--- config.mk ---
export PLATFORM = sky130hd
export DESIGN_NAME = plrc_device_flat
export DESIGN_NICKNAME = d
export VERILOG_FILES = /design/src/plrc_pkg.sv /design/src/plrc_link_if.sv /design/src/plrc_device.sv /design/src/flat_wrapper.sv
export SDC_FILE = /design/constraint.sdc
export NUM_CORES = 1
export LEC_CHECK = 0
export BUFFER_PORTS_ARGS = -buffer_cell sky130_fd_sc_hd__buf_2
export CAP_MARGIN = 20
export CORE_MARGIN = 10
export CORE_UTILIZATION = 61
export CTS_CLUSTER_DIAMETER = 40
export DETAILED_ROUTE_END_ITERATION = 16
export PLACE_DENSITY = 0.92
export SKIP_LAST_GASP = 1
export SLEW_MARGIN = 40
export SYNTH_ARGS = -nofsm -noshare
export SYNTH_HDL_FRONTEND = slang
export SYNTH_SLANG_ARGS = --single-unit
export TNS_END_PERCENT = 50
--- constraint.sdc ---
create_clock -name ref_clk_i -period 11.85 [get_ports ref_clk_i]
set_clock_uncertainty 0.05 [all_clocks]
set_input_delay 2.37 -clock ref_clk_i [delete_from_list [all_inputs] [get_ports ref_clk_i]]
set_output_delay 2.37 -clock ref_clk_i [all_outputs]
set_load 0.05 [all_outputs]
--- src/plrc_pkg.sv ---
// package: constants and types shared by both ends of the pll reset/calibration link
package plrc_pkg;
  // register indices in the device bank
  localparam logic [7:0]  REG_SOFT_RESET   = 8'h0C;
  localparam logic [7:0]  REG_CP_CURRENT   = 8'h39;
  localparam logic [7:0]  REG_DSM_CFG      = 8'h42;
  localparam logic [7:0]  REG_LF_R2        = 8'h43;
  localparam logic [7:0]  REG_LF_C1        = 8'h44;
  localparam logic [7:0]  REG_LF_R3        = 8'h45;
  localparam logic [7:0]  REG_LF_C3        = 8'h46;
  localparam logic [7:0]  REG_LOOP_ORDER   = 8'h76;
  localparam logic [7:0]  REG_LOW_BW       = 8'h78;
  localparam logic [7:0]  REG_AUTO_MUTE    = 8'h16;
  localparam logic [7:0]  REG_DEN_LO       = 8'h3F;
  localparam logic [7:0]  REG_DEN_MID      = 8'h40;
  localparam logic [7:0]  REG_DEN_HI       = 8'h41;
  // field positions
  localparam int          SOFT_RESET_POS   = 7;
  localparam int          LF_MODE_POS      = 0;
  localparam int          LOW_BW_POS       = 0;
  // reset / pin-mode default values
  localparam logic [7:0]  DEF_SOFT_RESET   = 8'h80;
  localparam logic [7:0]  DEF_CP_CURRENT   = 8'h04;
  localparam logic [7:0]  DEF_DSM_CFG      = 8'h03;
  localparam logic [7:0]  DEF_LF           = 8'h00;
  localparam logic [7:0]  DEF_LOOP_ORDER   = 8'h07;
  localparam logic [7:0]  DEF_LOW_BW       = 8'h01;
  localparam logic [7:0]  DEF_AUTO_MUTE    = 8'hFF;
  localparam logic [7:0]  DEF_DEN_LO       = 8'h01;
  localparam logic [7:0]  DEF_DEN_MID      = 8'h00;
  localparam logic [7:0]  DEF_DEN_HI       = 8'h00;
  // recommended host settings
  localparam logic [2:0]  LOOP_ORDER_THIRD  = 3'h7;
  localparam logic [2:0]  LOOP_ORDER_SECOND = 3'h3;
  localparam logic [21:0] DEN_MAX           = 22'h3F_FFFF;
  localparam logic [21:0] DEN_DITHER_MIN    = 22'h00_0014;
  localparam logic [21:0] DEN_DITHER_GOOD   = 22'h00_00C8;
  // timing
  localparam int          CLK_PERIOD_NS    = 4;
  localparam int          RESET_TIMER_NS   = 4000;
  localparam int          RESET_TIMER_CYC  = (RESET_TIMER_NS + CLK_PERIOD_NS - 1) / CLK_PERIOD_NS;
  localparam int          CAL_TIME_NS      = 400;
  localparam int          CAL_CYC          = (CAL_TIME_NS + CLK_PERIOD_NS - 1) / CLK_PERIOD_NS;
  localparam logic [1:0]  PIN_SYNC_INIT    = 2'h3;

  typedef enum logic [2:0] {
    ST_RESET  = 3'b000,
    ST_LOAD   = 3'b001,
    ST_STAB   = 3'b010,
    ST_CAL    = 3'b011,
    ST_LOCK   = 3'b100,
    ST_RUN    = 3'b101
  } plrc_state_t;

  typedef enum logic [1:0] {
    HS_IDLE   = 2'b00,
    HS_WRITE  = 2'b01,
    HS_WAIT   = 2'b10
  } plrc_hstate_t;
endpackage : plrc_pkg

--- src/plrc_link_if.sv ---
// interface: power-down pin and register write/read port between host and device
`timescale 1ns/1ps
`default_nettype none
interface plrc_link_if;
  logic       powerdown_n_pin;
  logic       wr_en;
  logic [7:0] wr_addr;
  logic [7:0] wr_data;
  logic [7:0] rd_addr;
  logic [7:0] rd_data;
  logic       rd_valid;

  modport dev (
    input  powerdown_n_pin,
    input  wr_en,
    input  wr_addr,
    input  wr_data,
    input  rd_addr,
    output rd_data,
    output rd_valid
  );
  modport host (
    output powerdown_n_pin,
    output wr_en,
    output wr_addr,
    output wr_data,
    output rd_addr,
    input  rd_data,
    input  rd_valid
  );
endinterface : plrc_link_if
`default_nettype wire

--- src/plrc_device.sv ---
// device end: register bank, reset sequencing, vco calibration and auto-mute
// Notes on behaviour
// 4-bit charge pump select, 0.4 to 6.4 mA
// four registers set loop filter R2,C1,R3,C3
// fractional: filter mode 1, loop order 0x7
// integer: mode 0, order 0x3 or 0x7
// 200 Hz bandwidth: clear low-bandwidth bit
// pin low or soft bit zero enters reset
// reset exits on power-up or rising source
// pin exit reloads pin-mode defaults
// soft reset keeps registers, calibrates current plan
// soft bit reads high; write low then high
// wait supply good and timer before calibration
// mute auto-mute outputs while calibrating
// after calibration, lock to reference
// two-bit modulator order, integer to third
// two-bit dither mode beside order field
// host disables dither for poor denominators
// divide is int plus num over den
// reset timer parameter; reset restarts calibration
// unmute only after calibration and lock
`timescale 1ns/1ps
`default_nettype none
module plrc_device
  import plrc_pkg::*;
#(
  parameter int RESET_TIMER_CYCLES = RESET_TIMER_CYC
) (
  // clock and reset
  input  wire logic       ref_clk_i,
  input  wire logic       rst_i,
  input  wire logic       clk_en_i,
  // link
  plrc_link_if.dev        link,
  // analog status
  input  wire logic       supply_ok_i,
  input  wire logic       pll_locked_i,
  // control to pll and outputs
  output logic [3:0]      charge_pump_current_sel_o,
  output logic            loop_filter_mode_bit_o,
  output logic [7:0]      lf_r2_o,
  output logic [7:0]      lf_c1_o,
  output logic [7:0]      lf_r3_o,
  output logic [7:0]      lf_c3_o,
  output logic [2:0]      loop_order_cfg_o,
  output logic            low_bandwidth_ctrl_o,
  output logic [1:0]      modulator_order_sel_o,
  output logic [1:0]      dither_mode_sel_o,
  output logic [21:0]     fraction_denominator_o,
  output logic [7:0]      output_mute_o,
  output logic            vco_cal_busy_o,
  output logic            lock_enable_o,
  output logic            pll_ready_o
);
  // three-stage pin synchroniser; second and third agreeing qualify a change
  logic [2:0]  pin_sync_reg;
  logic        pin_level_reg;
  logic        pin_rise;
  logic        pin_fall;

  logic [7:0]  soft_reset_reg;
  logic [7:0]  cp_reg;
  logic [7:0]  dsm_reg;
  logic [7:0]  lf_reg [4];
  logic [7:0]  order_reg;
  logic [7:0]  lowbw_reg;
  logic [7:0]  mute_en_reg;
  logic [7:0]  den_reg [3];
  logic [7:0]  rd_data_reg;
  logic        rd_valid_reg;

  plrc_state_t state_reg;
  plrc_state_t state_next;
  logic [31:0] cnt_reg;
  logic        reload_reg;

  wire         pin_agree   = (pin_sync_reg[1] == pin_sync_reg[2]);
  wire         soft_low    = ~soft_reset_reg[SOFT_RESET_POS];
  wire         in_reset    = ~pin_level_reg | soft_low;
  wire         timer_done  = (cnt_reg >= 32'(RESET_TIMER_CYCLES));
  wire         cal_done    = (cnt_reg >= 32'(CAL_CYC));
  wire         load_pulse  = (state_reg == ST_LOAD) & reload_reg;
  wire [21:0]  den_raw     = {den_reg[2][5:0], den_reg[1], den_reg[0]};

  assign pin_rise = pin_agree & pin_sync_reg[1] & ~pin_level_reg;
  assign pin_fall = pin_agree & ~pin_sync_reg[1] & pin_level_reg;

  always_ff @(posedge ref_clk_i or posedge rst_i) begin
    if (rst_i) begin
      pin_sync_reg  <= {PIN_SYNC_INIT, 1'b1};
      pin_level_reg <= 1'b1;
    end else if (clk_en_i) begin
      pin_sync_reg  <= {pin_sync_reg[1:0], link.powerdown_n_pin};
      if (pin_rise || pin_fall) begin
        pin_level_reg <= pin_sync_reg[1];
      end
    end
  end

  // sequencer: power-up (rst_i release) starts like a pin exit
  always_comb begin
    state_next = state_reg;
    case (state_reg)
      ST_RESET: if (!in_reset) state_next = ST_LOAD;
      ST_LOAD:  state_next = ST_STAB;
      ST_STAB:  if (supply_ok_i && timer_done) state_next = ST_CAL;
      ST_CAL:   if (cal_done) state_next = ST_LOCK;
      ST_LOCK:  if (pll_locked_i) state_next = ST_RUN;
      ST_RUN:   state_next = ST_RUN;
      default:  state_next = ST_RESET;
    endcase
    if (in_reset) state_next = ST_RESET;
  end

  always_ff @(posedge ref_clk_i or posedge rst_i) begin
    if (rst_i) begin
      state_reg  <= ST_RESET;
      cnt_reg    <= '0;
      reload_reg <= 1'b1;
    end else if (clk_en_i) begin
      state_reg <= state_next;
      cnt_reg   <= (state_next != state_reg) ? '0 : cnt_reg + 32'd1;
      // pin entry arms a reload; soft-only entry keeps the bank
      if (!pin_level_reg) begin
        reload_reg <= 1'b1;
      end else if (state_reg == ST_LOAD) begin
        reload_reg <= 1'b0;
      end
    end
  end

  // register bank; pin-exit load restores defaults, the soft reset register included
  always_ff @(posedge ref_clk_i or posedge rst_i) begin
    if (rst_i) begin
      soft_reset_reg <= DEF_SOFT_RESET;
      cp_reg         <= DEF_CP_CURRENT;
      dsm_reg        <= DEF_DSM_CFG;
      lf_reg         <= '{DEF_LF, DEF_LF, DEF_LF, DEF_LF};
      order_reg      <= DEF_LOOP_ORDER;
      lowbw_reg      <= DEF_LOW_BW;
      mute_en_reg    <= DEF_AUTO_MUTE;
      den_reg        <= '{DEF_DEN_LO, DEF_DEN_MID, DEF_DEN_HI};
    end else if (clk_en_i) begin
      if (load_pulse) begin
        soft_reset_reg <= DEF_SOFT_RESET;
        cp_reg         <= DEF_CP_CURRENT;
        dsm_reg        <= DEF_DSM_CFG;
        lf_reg         <= '{DEF_LF, DEF_LF, DEF_LF, DEF_LF};
        order_reg      <= DEF_LOOP_ORDER;
        lowbw_reg      <= DEF_LOW_BW;
        mute_en_reg    <= DEF_AUTO_MUTE;
        den_reg        <= '{DEF_DEN_LO, DEF_DEN_MID, DEF_DEN_HI};
      end else if (link.wr_en) begin
        case (link.wr_addr)
          REG_SOFT_RESET: soft_reset_reg <= link.wr_data;
          REG_CP_CURRENT: cp_reg         <= link.wr_data;
          REG_DSM_CFG:    dsm_reg        <= link.wr_data;
          REG_LF_R2:      lf_reg[0]      <= link.wr_data;
          REG_LF_C1:      lf_reg[1]      <= link.wr_data;
          REG_LF_R3:      lf_reg[2]      <= link.wr_data;
          REG_LF_C3:      lf_reg[3]      <= link.wr_data;
          REG_LOOP_ORDER: order_reg      <= link.wr_data;
          REG_LOW_BW:     lowbw_reg      <= link.wr_data;
          REG_AUTO_MUTE:  mute_en_reg    <= link.wr_data;
          REG_DEN_LO:     den_reg[0]     <= link.wr_data;
          REG_DEN_MID:    den_reg[1]     <= link.wr_data;
          REG_DEN_HI:     den_reg[2]     <= link.wr_data;
          default:        ;
        endcase
      end
    end
  end

  // read port answers one cycle after the address is sampled
  always_ff @(posedge ref_clk_i or posedge rst_i) begin
    if (rst_i) begin
      rd_data_reg  <= '0;
      rd_valid_reg <= 1'b0;
    end else if (clk_en_i) begin
      rd_valid_reg <= 1'b1;
      case (link.rd_addr)
        REG_SOFT_RESET: rd_data_reg <= soft_reset_reg;
        REG_CP_CURRENT: rd_data_reg <= cp_reg;
        REG_DSM_CFG:    rd_data_reg <= dsm_reg;
        REG_LF_R2:      rd_data_reg <= lf_reg[0];
        REG_LF_C1:      rd_data_reg <= lf_reg[1];
        REG_LF_R3:      rd_data_reg <= lf_reg[2];
        REG_LF_C3:      rd_data_reg <= lf_reg[3];
        REG_LOOP_ORDER: rd_data_reg <= order_reg;
        REG_LOW_BW:     rd_data_reg <= lowbw_reg;
        REG_AUTO_MUTE:  rd_data_reg <= mute_en_reg;
        REG_DEN_LO:     rd_data_reg <= den_reg[0];
        REG_DEN_MID:    rd_data_reg <= den_reg[1];
        REG_DEN_HI:     rd_data_reg <= {2'b00, den_reg[2][5:0]};
        default:        rd_data_reg <= 8'h00;
      endcase
    end
  end
  assign link.rd_data  = rd_data_reg;
  assign link.rd_valid = rd_valid_reg;

  // registered outputs; zero denominator is held at one to keep divide legal
  always_ff @(posedge ref_clk_i or posedge rst_i) begin
    if (rst_i) begin
      charge_pump_current_sel_o <= DEF_CP_CURRENT[3:0];
      loop_filter_mode_bit_o    <= 1'b0;
      lf_r2_o                   <= DEF_LF;
      lf_c1_o                   <= DEF_LF;
      lf_r3_o                   <= DEF_LF;
      lf_c3_o                   <= DEF_LF;
      loop_order_cfg_o          <= DEF_LOOP_ORDER[2:0];
      low_bandwidth_ctrl_o      <= DEF_LOW_BW[0];
      modulator_order_sel_o     <= DEF_DSM_CFG[1:0];
      dither_mode_sel_o         <= DEF_DSM_CFG[3:2];
      fraction_denominator_o    <= 22'h00_0001;
      output_mute_o             <= DEF_AUTO_MUTE;
      vco_cal_busy_o            <= 1'b0;
      lock_enable_o             <= 1'b0;
      pll_ready_o               <= 1'b0;
    end else if (clk_en_i) begin
      charge_pump_current_sel_o <= cp_reg[3:0];
      loop_filter_mode_bit_o    <= lf_reg[2][LF_MODE_POS];
      lf_r2_o                   <= lf_reg[0];
      lf_c1_o                   <= lf_reg[1];
      lf_r3_o                   <= lf_reg[2];
      lf_c3_o                   <= lf_reg[3];
      loop_order_cfg_o          <= order_reg[2:0];
      low_bandwidth_ctrl_o      <= lowbw_reg[LOW_BW_POS];
      modulator_order_sel_o     <= dsm_reg[1:0];
      dither_mode_sel_o         <= dsm_reg[3:2];
      fraction_denominator_o    <= (den_raw == 22'h0) ? 22'h00_0001 : den_raw;
      // muted from reset until lock follows a finished calibration
      output_mute_o             <= (state_next == ST_RUN) ? 8'h00 : mute_en_reg;
      vco_cal_busy_o            <= (state_next == ST_CAL);
      lock_enable_o             <= (state_next == ST_LOCK) || (state_next == ST_RUN);
      pll_ready_o               <= (state_next == ST_RUN);
    end
  end
endmodule : plrc_device
`default_nettype wire

--- src/flat_wrapper.sv ---
// flat-port wrapper written by rule: the top's interface ports become plain ports
module plrc_device_flat import plrc_pkg::*;
#(
  parameter int RESET_TIMER_CYCLES = RESET_TIMER_CYC
)
  (ref_clk_i, rst_i, clk_en_i, supply_ok_i, pll_locked_i, charge_pump_current_sel_o, loop_filter_mode_bit_o, lf_r2_o, lf_c1_o, lf_r3_o, lf_c3_o, loop_order_cfg_o, low_bandwidth_ctrl_o, modulator_order_sel_o, dither_mode_sel_o, fraction_denominator_o, output_mute_o, vco_cal_busy_o, lock_enable_o, pll_ready_o, link_powerdown_n_pin, link_wr_en, link_wr_addr, link_wr_data, link_rd_addr, link_rd_data, link_rd_valid);
  plrc_link_if link_i ();
  input  wire logic ref_clk_i;
  input  wire logic rst_i;
  input  wire logic clk_en_i;
  input  wire logic supply_ok_i;
  input  wire logic pll_locked_i;
  output logic [3:0] charge_pump_current_sel_o;
  output logic loop_filter_mode_bit_o;
  output logic [7:0] lf_r2_o;
  output logic [7:0] lf_c1_o;
  output logic [7:0] lf_r3_o;
  output logic [7:0] lf_c3_o;
  output logic [2:0] loop_order_cfg_o;
  output logic low_bandwidth_ctrl_o;
  output logic [1:0] modulator_order_sel_o;
  output logic [1:0] dither_mode_sel_o;
  output logic [21:0] fraction_denominator_o;
  output logic [7:0] output_mute_o;
  output logic vco_cal_busy_o;
  output logic lock_enable_o;
  output logic pll_ready_o;
  input wire logic [$bits(link_i.powerdown_n_pin)-1:0] link_powerdown_n_pin;
  input wire logic [$bits(link_i.wr_en)-1:0] link_wr_en;
  input wire logic [$bits(link_i.wr_addr)-1:0] link_wr_addr;
  input wire logic [$bits(link_i.wr_data)-1:0] link_wr_data;
  input wire logic [$bits(link_i.rd_addr)-1:0] link_rd_addr;
  output wire logic [$bits(link_i.rd_data)-1:0] link_rd_data;
  output wire logic [$bits(link_i.rd_valid)-1:0] link_rd_valid;
  assign link_i.powerdown_n_pin = link_powerdown_n_pin;
  assign link_i.wr_en = link_wr_en;
  assign link_i.wr_addr = link_wr_addr;
  assign link_i.wr_data = link_wr_data;
  assign link_i.rd_addr = link_rd_addr;
  assign link_rd_data = link_i.rd_data;
  assign link_rd_valid = link_i.rd_valid;
  plrc_device #(.RESET_TIMER_CYCLES(RESET_TIMER_CYCLES)) u_core (.ref_clk_i(ref_clk_i), .rst_i(rst_i), .clk_en_i(clk_en_i), .link(link_i), .supply_ok_i(supply_ok_i), .pll_locked_i(pll_locked_i), .charge_pump_current_sel_o(charge_pump_current_sel_o), .loop_filter_mode_bit_o(loop_filter_mode_bit_o), .lf_r2_o(lf_r2_o), .lf_c1_o(lf_c1_o), .lf_r3_o(lf_r3_o), .lf_c3_o(lf_c3_o), .loop_order_cfg_o(loop_order_cfg_o), .low_bandwidth_ctrl_o(low_bandwidth_ctrl_o), .modulator_order_sel_o(modulator_order_sel_o), .dither_mode_sel_o(dither_mode_sel_o), .fraction_denominator_o(fraction_denominator_o), .output_mute_o(output_mute_o), .vco_cal_busy_o(vco_cal_busy_o), .lock_enable_o(lock_enable_o), .pll_ready_o(pll_ready_o));
endmodule
# ---- Word level (Yosys, flattened, before mapping)
# Index checks and enable logic that the tools add are counted.
dict set report classes {
  eq_ne 37
  n_addsub 1
  mul 0
  shifts 0
  reduce_logical 34
  div_mod_pow 0
  mux 40
  bitwise_logic 9
  n_lt_le_gt_ge 2
}
# cell n
set op_table {}
lappend op_table {{8-bit 2-to-1 mux} 26}
lappend op_table {{8-bit by 7-bit equality test with 1-bit output, second input constant} 18}
lappend op_table {{8-bit one-hot mux with 13 select lines} 1}
lappend op_table {{32-bit 2-to-1 mux} 3}
lappend op_table {{24-bit 2-to-1 mux} 2}
lappend op_table {{3-bit AND reduction} 13}
lappend op_table {{32-bit by 1-bit adder with 32-bit output, second input constant} 1}
lappend op_table {{8-bit by 6-bit equality test with 1-bit output, second input constant} 4}
lappend op_table {{32-bit by 10-bit greater-or-equal comparator with 1-bit output, second input constant} 1}
lappend op_table {{32-bit by 7-bit greater-or-equal comparator with 1-bit output, second input constant} 1}
lappend op_table {{2-bit nonzero test} 14}
lappend op_table {{22-bit logical NOT} 1}
lappend op_table {{22-bit 2-to-1 mux} 1}
lappend op_table {{3-bit one-hot mux with 6 select lines} 1}
lappend op_table {{8-bit by 4-bit equality test with 1-bit output, second input constant} 2}
lappend op_table {{8-bit by 5-bit equality test with 1-bit output, second input constant} 2}
lappend op_table {{3-bit equality test, second input constant} 4}
lappend op_table {{3-bit 2-to-1 mux} 4}
lappend op_table {{3-bit by 2-bit equality test with 1-bit output, second input constant} 3}
lappend op_table {{1-bit bitwise AND} 5}
lappend op_table {{2-bit AND reduction} 2}
lappend op_table {{3-bit by 1-bit equality test with 1-bit output, second input constant} 1}
lappend op_table {{3-bit logical NOT} 1}
lappend op_table {{3-bit != test} 1}
lappend op_table {{7 further kinds} 11}
dict set report totals {
  in_bits 31
  regBits 229
  romBits 0
  out_inout_bits 87
  ramBits 0
  n_memories 0
  latch_bits 0
}

# ---- Logic depth before layout (Yosys ltp)
dict set report logic_depth {
  ltp_word 7
  ltp_mapped 8
  ltp_nobuf 6
}

# ---- Worst setup path after synthesis
# OpenSTA, ideal clock, no wires.
dict set report synth_timing {
  path_kind {input to register}
  startpoint {input port link_wr_addr[5]}
  endpoint {register u_core.lf_reg[10] (netlist name)}
  stages 5
  slack_ns 7.779
  setup_ns 0.125
  arrival_time_ns 3.897
  path_cell_list {or4b_1 nor3b_1 a21oi_1 nor2_2 mux2_2}
}
dict set report synth_via {
  elab_chain_cells 3
}
# item line_no
set synth_lines {}
lappend synth_lines {{start: declaration} flat_wrapper.sv:30} ;# input wire logic [$bits(link_i.wr_addr)-1:0] link_wr_addr;
lappend synth_lines {{8-bit by 7-bit equality test with 1-bit output} plrc_device.sv:154} ;# case (link.wr_addr)
lappend synth_lines {{2-bit nonzero test (no line)} n/a}
lappend synth_lines {{3-bit AND reduction (no line)} n/a}
lappend synth_lines {{end signal: assignment} plrc_device.sv:138} ;# lf_reg <= '{DEF_LF, DEF_LF, DEF_LF, DEF_LF};
lappend synth_lines {{end signal: assignment} plrc_device.sv:148} ;# lf_reg <= '{DEF_LF, DEF_LF, DEF_LF, DEF_LF};
lappend synth_lines {{end: declaration} plrc_device.sv:64} ;# logic [7:0] lf_reg [4];
# No other way between the ends.
# A chain may end at the register's enable or synchronous reset.

# ---- Final worst setup path
dict set report layout_timing {
  startpoint {input port clk_en_i}
  endpoint {register u_core.lf_reg[4] (netlist name)}
}
dict set report layout_via {
  elab_chain_cells 1
}
# item line_no
set layout_lines {}
lappend layout_lines {{start: declaration} flat_wrapper.sv:10} ;# input wire logic clk_en_i;
lappend layout_lines {{3-bit AND reduction (no line)} n/a}
# No other way between the ends.

==> flow_summary_export.csv <==
group,metric,value,unit
status,outcome,"finished, final reports clean",
sta,hold_viol,0,
sta,worst_pin_slew,0.846,ns
logic_synthesis,yosys_warnings,0,
power,combPwrFrac,34.7,%
floorplanning,dieWidth,153,um
power,p_switching,1430,uW
logic_synthesis,synth_edf_count,0,
clocking,cts-htree-levels,1,
sta,rsz0062_at_grt,"false",
sta,fin_tns_setup,0,ns
placement,portBuffers,117,
routing,vias,8145,
logic_synthesis,syn_area,10800,um^2
critical_path,worstSetupStartpoint,"clk_en_i",
sta,slew_headroom,43.3,%
power,ir_drop,0.000258,V
floorplanning,rows,48,
routing,detail-route-antenna-nets,0,
grt,overflow,0,
layout,final_util,72.3,%
sta,slew_violations,0,
power,p_sw_share,41.2,%
critical_path,startpoint_type,"input port",
placement,dp_hpwl,20100,um
routing,first_pass_iters,7,
power,clkPwrFrac,24.9,%
power,seqPwrFrac,40.4,%
worst_hold_path,min-delay-start,"u_core.output_mute_o[6]",
sta,layout_min_cycle_time,4.32,ns
floorplanning,core-area,17300,um^2
placement,place.gp.congestion,1.03,
grt,grtUsageTotal,24.7,%
layout,layout-drive-gt1-share,42.5,%
layout,finalNetCount,1014,
clocking,post_cts_resized,0,
floorplanning,die_area,23400,um^2
power,power,3470,uW
floorplanning,fp.dieH,153,um
clocking,cts_sinks,228,
sta,fin_crit_sh,36.5,%
logic_synthesis,syn_inst,880,
power,leakage,0.00544,uW
grt,antenna_found_initial,0,
clocking,cts_buffer_depth,3,
clocking,clkTransAtPathRegs,0.06,ns
floorplanning,start_util,62.4,%
critical_path,worst_ep_arrival_time,4.68,ns
critical_path,worstPathMaxFanout,56,
logic_synthesis,yosysSeqAreaShare,53.3,%
logic_synthesis,synth-async-reset-ratio,100,%
power,internal_power,2040,uW
grt,grt_max_degree,139,
critical_path,critical_path_class,"in2reg",
sta,fmax,231,MHz
clocking,cts_tree,"built",
clocking,cts_post_setup_buffers_inserted,0,
job,maxCapViolations,0,
clocking,cts-hold-fix-buffers,0,
routing,drc,0,
routing,first_iter_violations,911,
logic_synthesis,synth_top_flop_cell,"dfrtp_1",
logic_synthesis,syn_nets,913,
routing,viasPerCell,6.64,
power,p_per_area,277,nW/um^2
logic_synthesis,avgSynthCellArea,12.3,um^2
logic_synthesis,ys_ff_latch,228,
layout,areaGrowthSynthToFinish,15.8,%
clocking,cts_made_buffers,26,
clocking,clock_latency,0.53,ns
sta,setup-violations-final,0,
routing,totalWireLength,29800,um
worst_hold_path,hp-class,"reg2reg",
critical_path,timing.rr.start,"u_core.state_reg[2]",
grt,grt_pass1_wl,47500,um
critical_path,cp-end-kind,"flop",
critical_path,required,12.21,ns
routing,wl_per_cell,24.3,um
grt,grt_pass1_vias,8390,
floorplanning,io_pins,118,
logic_synthesis,yosysUniqueCellTypes,82,
clocking,ctsRootBufferMaster,"clkbuf_16",
cell usage after synthesis, drive strengths merged (4+ instances only):
cell / number / area share, %
a21oi: 11 / 0.51
a22oi: 12 / 0.83
a31oi: 9 / 0.66
and2: 8 / 0.46
and3: 16 / 0.93
and4: 7 / 0.57
buf: 27 / 1.3
clkbuf: 25 / 0.88
dfrtp: 190 / 44
dfstp: 38 / 9.2
inv: 13 / 0.45
mux2: 168 / 18
mux2i: 9 / 0.83
nand2: 32 / 1.1
nand3: 29 / 1.4
nand3b: 7 / 0.49
nand4: 20 / 1.2
nand4b: 4 / 0.32
nor2: 63 / 2.6
nor2b: 12 / 0.70
nor3: 10 / 0.56
nor3b: 8 / 0.56
nor4: 17 / 1.3
nor4b: 5 / 0.46
o211ai: 4 / 0.28
o21ai: 19 / 0.92
o2bb2ai: 20 / 1.6
o31ai: 8 / 0.56
or2: 6 / 0.35
xnor2: 4 / 0.32
xor2: 23 / 1.9
layout by cell type, fill, tap and decap left out, drive strengths merged, types with 16 or more instances in the layout:
cell type,instances
nor4,17
dfrtp,190
clkbuf,30
and3,16
dfstp,38
nand3,29
nor2,63
inv,18
buf,124
nand2,32
xor2,23
mux2,168
nand4,20
o21ai,19
o2bb2ai,20
power by group through the flow:
stage | registers (uW) | clock network, uW | logic, uW
after global placement | 1370 | 0 | 1160
after CTS | 1390 | 871 | 1210
after global routing | 1430 | 909 | 1270
final | 1400 | 864 | 1200
after detailed placement | 1390 | 0 | 1200
after floorplan | 1720 | 0 | 490
critical path: stages:
cell and delay (ns):
buf_4 0.51, buf_4 0.55, o21ai_2 0.10, buf_4 0.26
nor2_2 0.43, mux2_2 0.40
final timing paths:
kind | endpoint | slack (ns) | depth (start not counted)
setup / recovery | u_core.lf_reg[4] | 7.53 | 6
hold / removal | u_core.output_mute_o[6] | 0.42 | 1
setup reg to reg | u_core.lf_reg[4] | 9.20 | 6
hold reg to reg | u_core.output_mute_o[6] | 0.42 | 1
max in group asynchronous | u_core.fraction_denominator_o[14] | 8.59 | 3
min in group asynchronous | u_core.state_reg[1] | 1.93 | 2
per-layer routing:
metal / routed length, um / part of all wire, % / up-vias / global-route usage, %
met5: 0 / 0 / - / 0
met4: 1090 / 3.7 / 0 / 9.08
li1: - / - / 3447 / -
met1: 11700 / 39 / 4106 / 32.4
met3: 2780 / 9.3 / 89 / 5.36
met2: 14300 / 48 / 503 / 39.4
kinds of logic (layout without fill, tap and decap cells):
logic type | Yosys count | in the layout | share of synthesized area, %
AOI/OAI and AO/OA | 118 | 118 | 8.47
xor gates and xnor gates | 27 | 27 | 2.19
adders and majority gates | 2 | 2 | 0.232
buffers and inverters | 66 | 187 | 2.69
DFF | 228 | 228 | 53.3
muxes | 179 | 179 | 18.8
other | 0 | 1 | 0
and+or+nand+nor | 260 | 260 | 14.4
through the flow:
stage	std cells	hold slack, ns	area, um^2	setup WS (ns)
global placement	1177	0.395	11500	7.13
floorplan	880	0.405	10800	3.25
global route	1226	0.433	12500	7.38
detailed placement	1178	0.406	11500	7.06
finish	1227	0.424	12500	7.53
CTS	1226	0.426	12500	7.55
layout make-up:
cell class	count	area, um^2
Timing Repair Buffer	125	658
Sequential cell	228	5750
Inverter	14	65.1
Fill cell	1133	4800
Tap cell	225	282
Multi-Input combinational cell	586	4790
Clock inverter	19	251
Clock buffer	29	693
Antenna cell	1	2.50
Power figures use the tool's default switching activity.
